[config.mk]
export PLATFORM = sky130hd
export DESIGN_NAME = csi_interp
export DESIGN_NICKNAME = d
export VERILOG_FILES = /design/src/include/csi_pkg.sv /design/src/rtl/csi_interp.sv
export SDC_FILE = /design/constraint.sdc
export NUM_CORES = 1
export LEC_CHECK = 0
export BUFFER_PORTS_ARGS = -buffer_cell sky130_fd_sc_hd__buf_2
export CELL_PAD_IN_SITES_DETAIL_PLACEMENT = 0
export CELL_PAD_IN_SITES_GLOBAL_PLACEMENT = 2
export CORE_MARGIN = 3
export CORE_UTILIZATION = 41
export DETAILED_ROUTE_END_ITERATION = 10
export PLACE_DENSITY_LB_ADDON = 0.1
export SLEW_MARGIN = 20
export SYNTH_ARGS = -nofsm -noshare
export SYNTH_HDL_FRONTEND = slang
export SYNTH_SLANG_ARGS = --single-unit
[constraint.sdc]
create_clock -name pclk -period 12.7 [get_ports pclk]
set_input_delay 1.27 -clock pclk [delete_from_list [all_inputs] [get_ports pclk]]
set_output_delay 1.27 -clock pclk [all_outputs]
set_load 0.02 [all_outputs]
[src/include/csi_pkg.sv]
/*
  Constants, types and register map of the control space interpreter.
  Assumes a 16-bit parallel space, 32-bit APB and a 40 MHz pclk.
*/
package csi_pkg;

  // APB register byte offsets
  localparam logic [7:0] CSI_OFS_START = 8'h00;
  localparam logic [7:0] CSI_OFS_STAT = 8'h04;
  localparam logic [7:0] CSI_OFS_ACC = 8'h08;
  localparam logic [7:0] CSI_OFS_IDX = 8'h0C;
  localparam logic [7:0] CSI_OFS_CNT = 8'h10;
  localparam logic [7:0] CSI_OFS_LIM = 8'h14;
  localparam logic [7:0] CSI_OFS_BASE = 8'h18;
  localparam logic [7:0] CSI_OFS_SENSE = 8'h1C;

  // Reset values
  localparam logic [15:0] CSI_LIM_RST = 16'h1388;
  localparam logic [15:0] CSI_BASE_RST = 16'h0000;

  // Start word: upper half all ones selects a start offset
  localparam logic [15:0] CSI_START_MARK = 16'hFFFF;

  // Parallel control and status fields
  localparam int CSI_BIT_PEND = 7;
  localparam int CSI_BIT_NOTINIT = 7;
  localparam int CSI_BIT_IRQ_EN = 6;
  localparam logic [15:0] CSI_CTL_MASKS = 16'h003E;
  localparam logic [7:0] CSI_CTL_HI = 8'h3F;

  // Instruction layout: three words, two bytes each
  localparam logic [15:0] CSI_JUMP_TARGET_BYTES = 16'h0006;
  localparam logic [15:0] CSI_WORD_BYTES = 16'h0002;

  typedef enum logic [15:0] {
    OP_END = 16'h0000, OP_WCTL = 16'h0001, OP_RSTAT = 16'h0002, OP_MOVE_IMM_WORD = 16'h0003,
    OP_MOVE = 16'h0004, OP_TJZ = 16'h0005, OP_TJAS = 16'h0006, OP_JUMP = 16'h0007,
    OP_RVEC = 16'h0008, OP_COMPARE_JUMP_EQUAL = 16'h0009, OP_LIMIT = 16'h000A, OP_MOVE_IMM_BYTE = 16'h000B,
    OP_LOAD = 16'h000C, OP_WIDTH = 16'h000D, OP_HOST_ATTENTION_CMD = 16'h000E
  } csi_op_t;

  typedef enum logic [3:0] {
    ST_IDLE = 4'b0000, ST_RDSTAT = 4'b0001, ST_SETMASK = 4'b0010, ST_FETCH = 4'b0011,
    ST_EXEC = 4'b0100, ST_SRC = 4'b0101, ST_DST = 4'b0110, ST_FINISH = 4'b0111,
    ST_REPORT = 4'b1000
  } csi_state_t;

  // Request to the parallel space (memory or device registers)
  typedef struct packed {
    logic req;
    logic we;
    logic byte_wr;
    logic [15:0] addr;
    logic [15:0] wdata;
  } csi_sp_req_t;

  // Reports toward the host channel
  typedef struct packed {
    logic dev_end;
    logic unit_check;
    logic attn;
  } csi_host_t;

  typedef struct packed {
    csi_state_t st;
    logic [1:0] fidx;
    logic [15:0] opc;
    logic [15:0] op1;
    logic [15:0] op2;
    logic [15:0] acc;
    logic [15:0] idx;
    logic [15:0] cnt;
    logic [15:0] lim;
    logic [15:0] base;
    logic [15:0] saved;
    logic [15:0] shadow;
    logic shadow_vld;
    logic err;
    logic word_mode;
    logic [15:0] sense;
    csi_sp_req_t sp;
    logic ctl_we;
    logic [15:0] ctl_wdata;
    logic vec_ack;
    csi_host_t host;
    logic busy;
    logic pready;
    logic pslverr;
    logic [31:0] prdata;
  } csi_regs_t;

endpackage

[src/rtl/csi_interp.sv]
/*
  Control space interpreter: fetches three-word instructions from the
  parallel space and carries them out, with an APB register slave.
  Assumes pio_status and pio_vector are synchronous to pclk and that the
  parallel space answers every request with a one-cycle sp_ack.
*/
// Local design decisions: the placing of the registers and the APB register port.
`timescale 1ns/1ps

// How it works
// Host reaches device registers only indirectly
// Read status, mask requests, disable interrupts
// No control write: restore saved control
// Control write goes to shadow until end
// Pending interrupt: read vector before commands
// Device End at end, attention if pending
// Accumulator holds latest register read
// Index zeroed at entry, step or jump
// Count over limit: stop, unit check
// Limit defaults 5000, zero disables, opcode 10
// Opcode 0 ends interpretation
// Opcode 2 stores status to target, accumulator
// Opcode 3 word, opcode 11 byte immediate
// Opcode 4 moves source to target, accumulator
// Opcode 5 jumps when masked accumulator zero
// Opcode 6 jumps when masked bits all set
// Opcode 7 jumps, opcode 9 on equal
// Opcode 8 stores vector to target, accumulator
// Opcode 12 loads accumulator only
// Opcode 13 selects word or byte mode
// Opcode 14 attention, data to sense bytes
// All-ones upper half gives start offset
// Unknown opcode: stop with unit check
module csi_interp
  import csi_pkg::*;
(
  // Clock and reset
  input wire logic pclk,
  input wire logic presetn,
  // APB slave
  input wire logic psel,
  input wire logic penable,
  input wire logic pwrite,
  input wire logic [7:0] paddr,
  input wire logic [31:0] pwdata,
  output logic [31:0] prdata,
  output logic pready,
  output logic pslverr,
  // Parallel space
  output csi_sp_req_t sp,
  input wire logic sp_ack,
  input wire logic [15:0] sp_rdata,
  // Parallel control, status and vector
  output logic pio_ctl_we,
  output logic [15:0] pio_ctl_wdata,
  input wire logic [15:0] pio_status,
  input wire logic [15:0] pio_vector,
  output logic pio_vec_ack,
  // Host channel
  output csi_host_t host,
  output logic [15:0] sense_data,
  output logic word_mode,
  output logic busy
);

  csi_regs_t r, n;

  logic acc_setup;
  logic acc_done;
  logic [15:0] cnt_inc;
  logic [15:0] idx_inc;
  logic [15:0] fetch_addr;
  logic lim_hit;

  assign acc_setup = psel && !penable;
  assign acc_done = psel && penable && r.pready;
  assign cnt_inc = r.cnt + 16'h0001;
  assign idx_inc = r.idx + 16'h0001;
  assign fetch_addr = r.base + 16'(r.idx * CSI_JUMP_TARGET_BYTES) + 16'(r.fidx * CSI_WORD_BYTES);
  assign lim_hit = (r.lim != 16'h0000) && (cnt_inc > r.lim);

  always_comb begin
    n = r;
    n.vec_ack = 1'b0;
    n.ctl_we = 1'b0;
    n.host = '0;
    n.pready = 1'b0;
    n.pslverr = 1'b0;

    // R1 register map has no window onto device space
    if (acc_setup) begin
      n.pready = 1'b1;
      n.prdata = '0;
      case (paddr)
        CSI_OFS_START: n.prdata = '0;
        CSI_OFS_STAT: n.prdata = {28'h000_0000, r.word_mode, r.shadow_vld, r.err, r.st != ST_IDLE};
        CSI_OFS_ACC: n.prdata = {16'h0000, r.acc};
        CSI_OFS_IDX: n.prdata = {16'h0000, r.idx};
        CSI_OFS_CNT: n.prdata = {16'h0000, r.cnt};
        CSI_OFS_LIM: n.prdata = {16'h0000, r.lim};
        CSI_OFS_BASE: n.prdata = {16'h0000, r.base};
        CSI_OFS_SENSE: n.prdata = {16'h0000, r.sense};
        default: n.pslverr = 1'b1;
      endcase
    end
    if (acc_done && pwrite && !r.pslverr) begin
      if (paddr == CSI_OFS_LIM) begin
        n.lim = pwdata[15:0];
      end
      if (paddr == CSI_OFS_BASE) begin
        n.base = pwdata[15:0];
      end
    end

    case (r.st)
      ST_IDLE: begin
        if (acc_done && pwrite && paddr == CSI_OFS_START) begin
          // marked start word carries the offset
          n.idx = (pwdata[31:16] == CSI_START_MARK) ? pwdata[15:0] : 16'h0000;
          n.cnt = '0;
          n.err = 1'b0;
          n.shadow_vld = 1'b0;
          n.fidx = '0;
          n.st = ST_RDSTAT;
        end
      end
      ST_RDSTAT: begin
        // save control image from its status mirror
        n.saved = {CSI_CTL_HI, 1'b1, pio_status[6:0]};
        n.acc = pio_status;
        // release a pending interrupt first
        n.vec_ack = pio_status[CSI_BIT_PEND];
        n.st = ST_SETMASK;
      end
      ST_SETMASK: begin
        // no parallel traffic while interpreting
        n.ctl_we = 1'b1;
        n.ctl_wdata = (r.saved | CSI_CTL_MASKS) & ~(16'h0001 << CSI_BIT_IRQ_EN);
        n.st = ST_FETCH;
      end
      ST_FETCH: begin
        if (!r.sp.req) begin
          n.sp = '{req: 1'b1, we: 1'b0, byte_wr: 1'b0, addr: fetch_addr, wdata: 16'h0000};
        end else if (sp_ack) begin
          n.sp.req = 1'b0;
          case (r.fidx)
            2'd0: n.opc = sp_rdata;
            2'd1: n.op1 = sp_rdata;
            default: n.op2 = sp_rdata;
          endcase
          n.fidx = (r.fidx == 2'd2) ? 2'd0 : r.fidx + 2'd1;
          if (r.fidx == 2'd2) begin
            n.st = ST_EXEC;
          end
        end
      end
      ST_EXEC: begin
        n.cnt = cnt_inc;
        n.idx = idx_inc;
        n.st = ST_FETCH;
        // runaway list protection
        if (lim_hit) begin
          n.err = 1'b1;
          n.idx = r.idx;
          n.st = ST_FINISH;
        end else begin
          case (r.opc)
            OP_END: begin
              // terminator
              n.idx = r.idx;
              n.st = ST_FINISH;
            end
            OP_WCTL: begin
              // held back until the run ends
              n.shadow = r.op2;
              n.shadow_vld = 1'b1;
            end
            OP_RSTAT: begin
              // status to target and accumulator
              n.acc = pio_status;
              n.sp = '{req: 1'b1, we: 1'b1, byte_wr: 1'b0, addr: r.op2, wdata: pio_status};
              n.st = ST_DST;
            end
            OP_MOVE_IMM_WORD: begin
              // full word immediate
              n.sp = '{req: 1'b1, we: 1'b1, byte_wr: 1'b0, addr: r.op1, wdata: r.op2};
              n.st = ST_DST;
            end
            OP_MOVE_IMM_BYTE: begin
              // low byte only
              n.sp = '{req: 1'b1, we: 1'b1, byte_wr: 1'b1, addr: r.op1, wdata: {8'h00, r.op2[7:0]}};
              n.st = ST_DST;
            end
            OP_MOVE, OP_LOAD: begin
              n.sp = '{req: 1'b1, we: 1'b0, byte_wr: 1'b0, addr: r.op1, wdata: 16'h0000};
              n.st = ST_SRC;
            end
            OP_TJZ: begin
              // jump on zero under mask
              if ((r.acc & r.op2) == 16'h0000) begin
                n.idx = r.op1;
              end
            end
            OP_TJAS: begin
              // all selected bits set
              if ((r.acc & r.op2) == r.op2) begin
                n.idx = r.op1;
              end
            end
            OP_JUMP: begin
              // unconditional
              n.idx = r.op1;
            end
            OP_COMPARE_JUMP_EQUAL: begin
              // compare equal
              if (r.acc == r.op2) begin
                n.idx = r.op1;
              end
            end
            OP_RVEC: begin
              // vector to target and accumulator
              n.acc = pio_vector;
              n.vec_ack = 1'b1;
              n.sp = '{req: 1'b1, we: 1'b1, byte_wr: 1'b0, addr: r.op2, wdata: pio_vector};
              n.st = ST_DST;
            end
            OP_LIMIT: begin
              // limit from data operand
              n.lim = r.op2;
            end
            OP_WIDTH: begin
              // zero selects byte mode
              n.word_mode = (r.op1 != 16'h0000);
            end
            OP_HOST_ATTENTION_CMD: begin
              // attention with sense data
              n.host.attn = 1'b1;
              n.sense = r.op1;
            end
            default: begin
              // unknown opcode
              n.err = 1'b1;
              n.idx = r.idx;
              n.st = ST_FINISH;
            end
          endcase
        end
      end
      ST_SRC: begin
        if (sp_ack) begin
          // read lands in accumulator
          n.acc = sp_rdata;
          n.sp.req = 1'b0;
          n.st = ST_FETCH;
          if (r.opc == OP_MOVE) begin
            n.sp = '{req: 1'b1, we: 1'b1, byte_wr: 1'b0, addr: r.op2, wdata: sp_rdata};
            n.st = ST_DST;
          end
        end
      end
      ST_DST: begin
        if (sp_ack) begin
          n.sp.req = 1'b0;
          n.sp.we = 1'b0;
          n.st = ST_FETCH;
        end
      end
      ST_FINISH: begin
        // shadow wins, else restore saved image
        n.ctl_we = 1'b1;
        n.ctl_wdata = r.shadow_vld ? r.shadow : r.saved;
        n.st = ST_REPORT;
      end
      ST_REPORT: begin
        // ending status to the host
        n.host.dev_end = 1'b1;
        n.host.unit_check = r.err;
        n.host.attn = pio_status[CSI_BIT_PEND];
        n.st = ST_IDLE;
      end
      default: n.st = ST_IDLE;
    endcase
    n.busy = (n.st != ST_IDLE);
  end

  always_ff @(posedge pclk or negedge presetn) begin
    if (!presetn) begin
      r <= '0;
      r.st <= ST_IDLE;
      r.lim <= CSI_LIM_RST;
      r.base <= CSI_BASE_RST;
      r.word_mode <= 1'b1;
    end else begin
      r <= n;
    end
  end

  assign prdata = r.prdata;
  assign pready = r.pready;
  assign pslverr = r.pslverr;
  assign sp = r.sp;
  assign pio_ctl_we = r.ctl_we;
  assign pio_ctl_wdata = r.ctl_wdata;
  assign pio_vec_ack = r.vec_ack;
  assign host = r.host;
  assign sense_data = r.sense;
  assign word_mode = r.word_mode;
  assign busy = r.busy;
endmodule

==> impl_metrics.csv <==
group,metric,value,unit
yosys,syn_area,15800,um2
yosys,synth-edff-count,0,
detailed_routing,via_count,12500,
status,status,"completed",
finish,drive_gt1_share,25.3,%
floorplanning,core_area,37800,um2
global_route,grt_pass1_vias,12600,
critical_path,worstPathArrival,5.58,ns
global_route,track_usage,25.7,%
yosys,synth_cells,1559,
global_route,grt_max_degree,110,
clock_tree,postCtsSetupBuffers,0,
floorplanning,initial_core_util,41.8,%
timing,skew,0.0224,ns
detailed_routing,drc,0,
clock_tree,numCtsBuffers,29,
power,power_frac_seq,45.1,%
finish,syn_to_final_growth,10.6,%
timing,worst_slew_pin_slew,1.08,ns
clock_tree,cts_htree_levels,1,
yosys,synth_xor_xnor_area_share,2.88,%
place,port_buffers,185,
floorplanning,die_h,202,um
yosys,synth_warnings,0,
place,dpl.hpwl,41000,um
clock_tree,cts.sinks,252,
timing,slew_headroom,27.3,%
yosys,synthSimpleGateAreaFrac,11.5,%
clock_tree,cts_tree,"done",
critical_path,required,13.12,ns
place,dp_cells,2113,
timing,rsz0062_at_grt,"no",
clock_tree,clkTransAtPathRegs,0.06,ns
place,place.gp.congestion,0.913,
power,power_switching,1.17,mW
power,irDropWorstVdd,0.000101,V
yosys,ys_seq_area_share,40.0,%
yosys,yosysTopAreaCellShare,39.0,%
critical_path,startpoint_type,"register",
yosys,syn_avg_cell_area,10.1,um2
global_route,grt_antenna_before_repair,0,
timing,period_needed,5.16,ns
clock_tree,cts-hold-fix-buffers,0,
timing,fmax,0.194,GHz
finish,finalNetCount,1819,
finish,stdcell_count,2166,
detailed_routing,wirelength,53600,um
power,sw_frac_of_total,39.1,%
floorplanning,dieArea,40900,um2
yosys,synth-compound-area-share,15.9,%
timing,hold_viol_final,0,
yosys,ys_types,81,
clock_tree,post_cts_resized,0,
flow_run,max_cap_violations,0,
power,combPwrFrac,26.9,%
yosys,synth_seq_cells,252,
critical_path,crit_fanout,33,
global_route,globalRouteOverflowTotal,0,
global_route,grt_first_pass_wirelength,80900,um
power,p_int,1.83,mW
detailed_routing,viasPerCell,5.77,
detailed_routing,first_iter_violations,960,
detailed_routing,wl_per_cell,24.7,um
timing,maxSlewViolCount,0,
yosys,synth_mux_area_share,13.3,%
clock_tree,worstSkewPairLatency,0.56,ns
clock_tree,root_buffer,"clkbuf_16",
yosys,synth_top_family_by_area,"compound AO/OA/AOI/OAI gates",
yosys,synth-adder-area-share,7.47,%
detailed_routing,detail_route.first_pass.iterations,7,
timing,finalSetupViolations,0,
critical_path,critPathKind,"register to register",
finish,final_cell_mix,"246 x dfrtp_1, 184 x buf_2, 117 x mux2_2",
clock_tree,clk_path_buf_depth,3,
detailed_routing,drt.antenna.violating_nets,0,
timing,timing.final.crit_share,40.6,%
finish,final_common_cell,"dfrtp_1",
power,leakage,8.59,nW
timing,tns,0,ns
floorplanning,io_pins,202,
yosys,synthTopCellsByArea,"dfrtp_1 39%, mux2_2 8.3%, ha_1 7.0%, buf_4 5.0%, mux2i_1 3.9%",
finish,n_antenna_cell,0,
floorplanning,rows,71,
finish,n_fill_cell,3742,
yosys,synth_largest_area_cell,"dfrtp_1",
power,p_per_area,171,nW/um2
worst_hold_path,hold_class,"register to register",
floorplanning,die_w,202,um
yosys,synth_top_flop_cell,"dfrtp_1",
timing,hold_slack,0.460,ns
power,pwr-share-clk,28.0,%
yosys,synthArstFlopShare,100,%
critical_path,cp-end-kind,"register",
state kept, by name (all words and copies together) (netlist names), 3 cells and up:
register / flops
host: 3
sp: 35
pio_ctl_wdata: 16
r: 160
prdata: 16
sense_data: 16
metal layers:
metal | global-route usage [%] | part of all wire (%) | vias to the layer above
met5 | 0 | 0 | -
met2 | 40.3 | 45 | 420
met4 | 6.26 | 2.5 | 0
li1 | - | - | 5787
met1 | 37.6 | 47 | 6226
met3 | 3.45 | 5.6 | 69
cells in the mapped netlist (9+ instances only):
cell type / count
a21o_1: 21
a21oi_1: 90
a222oi_1: 30
a22o_1: 14
a22oi_1: 52
a31oi_1: 12
a41oi_1: 12
and3_1: 13
buf_2: 16
buf_4: 106
clkbuf_1: 49
dfrtp_1: 246
ha_1: 88
inv_1: 78
mux2_2: 117
mux2_4: 9
mux2i_1: 61
nand2_1: 79
nand3_1: 30
nand4_1: 19
nor2_1: 88
nor2b_1: 14
nor3_1: 32
nor4_1: 25
o211ai_1: 10
o21ai_0: 43
o31ai_1: 17
xnor2_1: 34
xor2_1: 18
stage by stage:
stage          cell area (um2)  utilization [%]  setup WS (ns)  power [mW]
2_1_floorplan            15900                -           8.54        1.78
3_3_place_gp             16500             43.6           7.65        2.15
3_5_place_dp             16500             43.6           7.57        2.16
4_1_cts                  17500             46.2           7.52        3.02
5_1_grt                  17500             46.2           7.19        3.16
6_report                 17500             46.2           7.54        3.00
cell families (layout without fill, tap and decap cells):
family,Yosys count,count (layout)
fa+ha+maj,92,92
simple gates,354,354
compound gates,359,359
flops,252,252
buf+inv,258,339
mux,191,191
xor+xnor,52,52
other cells,1,16
layout make-up:
| type | count | area, um2 | area share, % |
|---|---|---|---|
| Sequential cell | 252 | 6310 | 36.1 |
| Timing Repair Buffer | 207 | 1100 | 6.30 |
| Clock inverter | 15 | 136 | 0.780 |
| Inverter | 79 | 297 | 1.70 |
| Tap cell | 511 | 639 | 3.66 |
| Clock buffer | 38 | 820 | 4.69 |
| Multi-Input combinational cell | 1064 | 8170 | 46.8 |
final timing paths:
check	start	to	slack, ns	depth (start not counted)
setup / recovery	r[174]	sp[1]	7.54	15
hold / removal	r[133]	r[133]	0.46	1
setup reg to reg	r[174]	sp[1]	7.54	15
hold reg to reg	r[133]	r[133]	0.46	1
max in group asynchronous	presetn	pslverr	10.29	2
min in group asynchronous	presetn	pio_ctl_wdata[15]	0.74	1
worst max-delay path, cell delays in order (launching register included):
cell	delay, ns
dfrtp_1	0.46
ha_1	0.27
nand3_1	0.16
nor3_1	0.46
and3_1	0.30
and3_1	0.25
nand3_1	0.11
xnor2_1	0.17
ha_1	0.31
nand4_1	0.14
nor3_1	0.32
nand4_1	0.13
and2_1	0.26
nand3_1	0.36
and2_2	0.88
mux2_2	0.42
power by group through the flow:
stage	Sequential [mW]	Clock, mW	Combinational [mW]
floorplan	1.12	0	0.660
global placement	1.35	0	0.799
detailed placement	1.36	0	0.810
CTS	1.34	0.862	0.813
global route	1.37	0.892	0.898
finish	1.35	0.839	0.807
No activity file was read; power rests on OpenSTA's default activity.
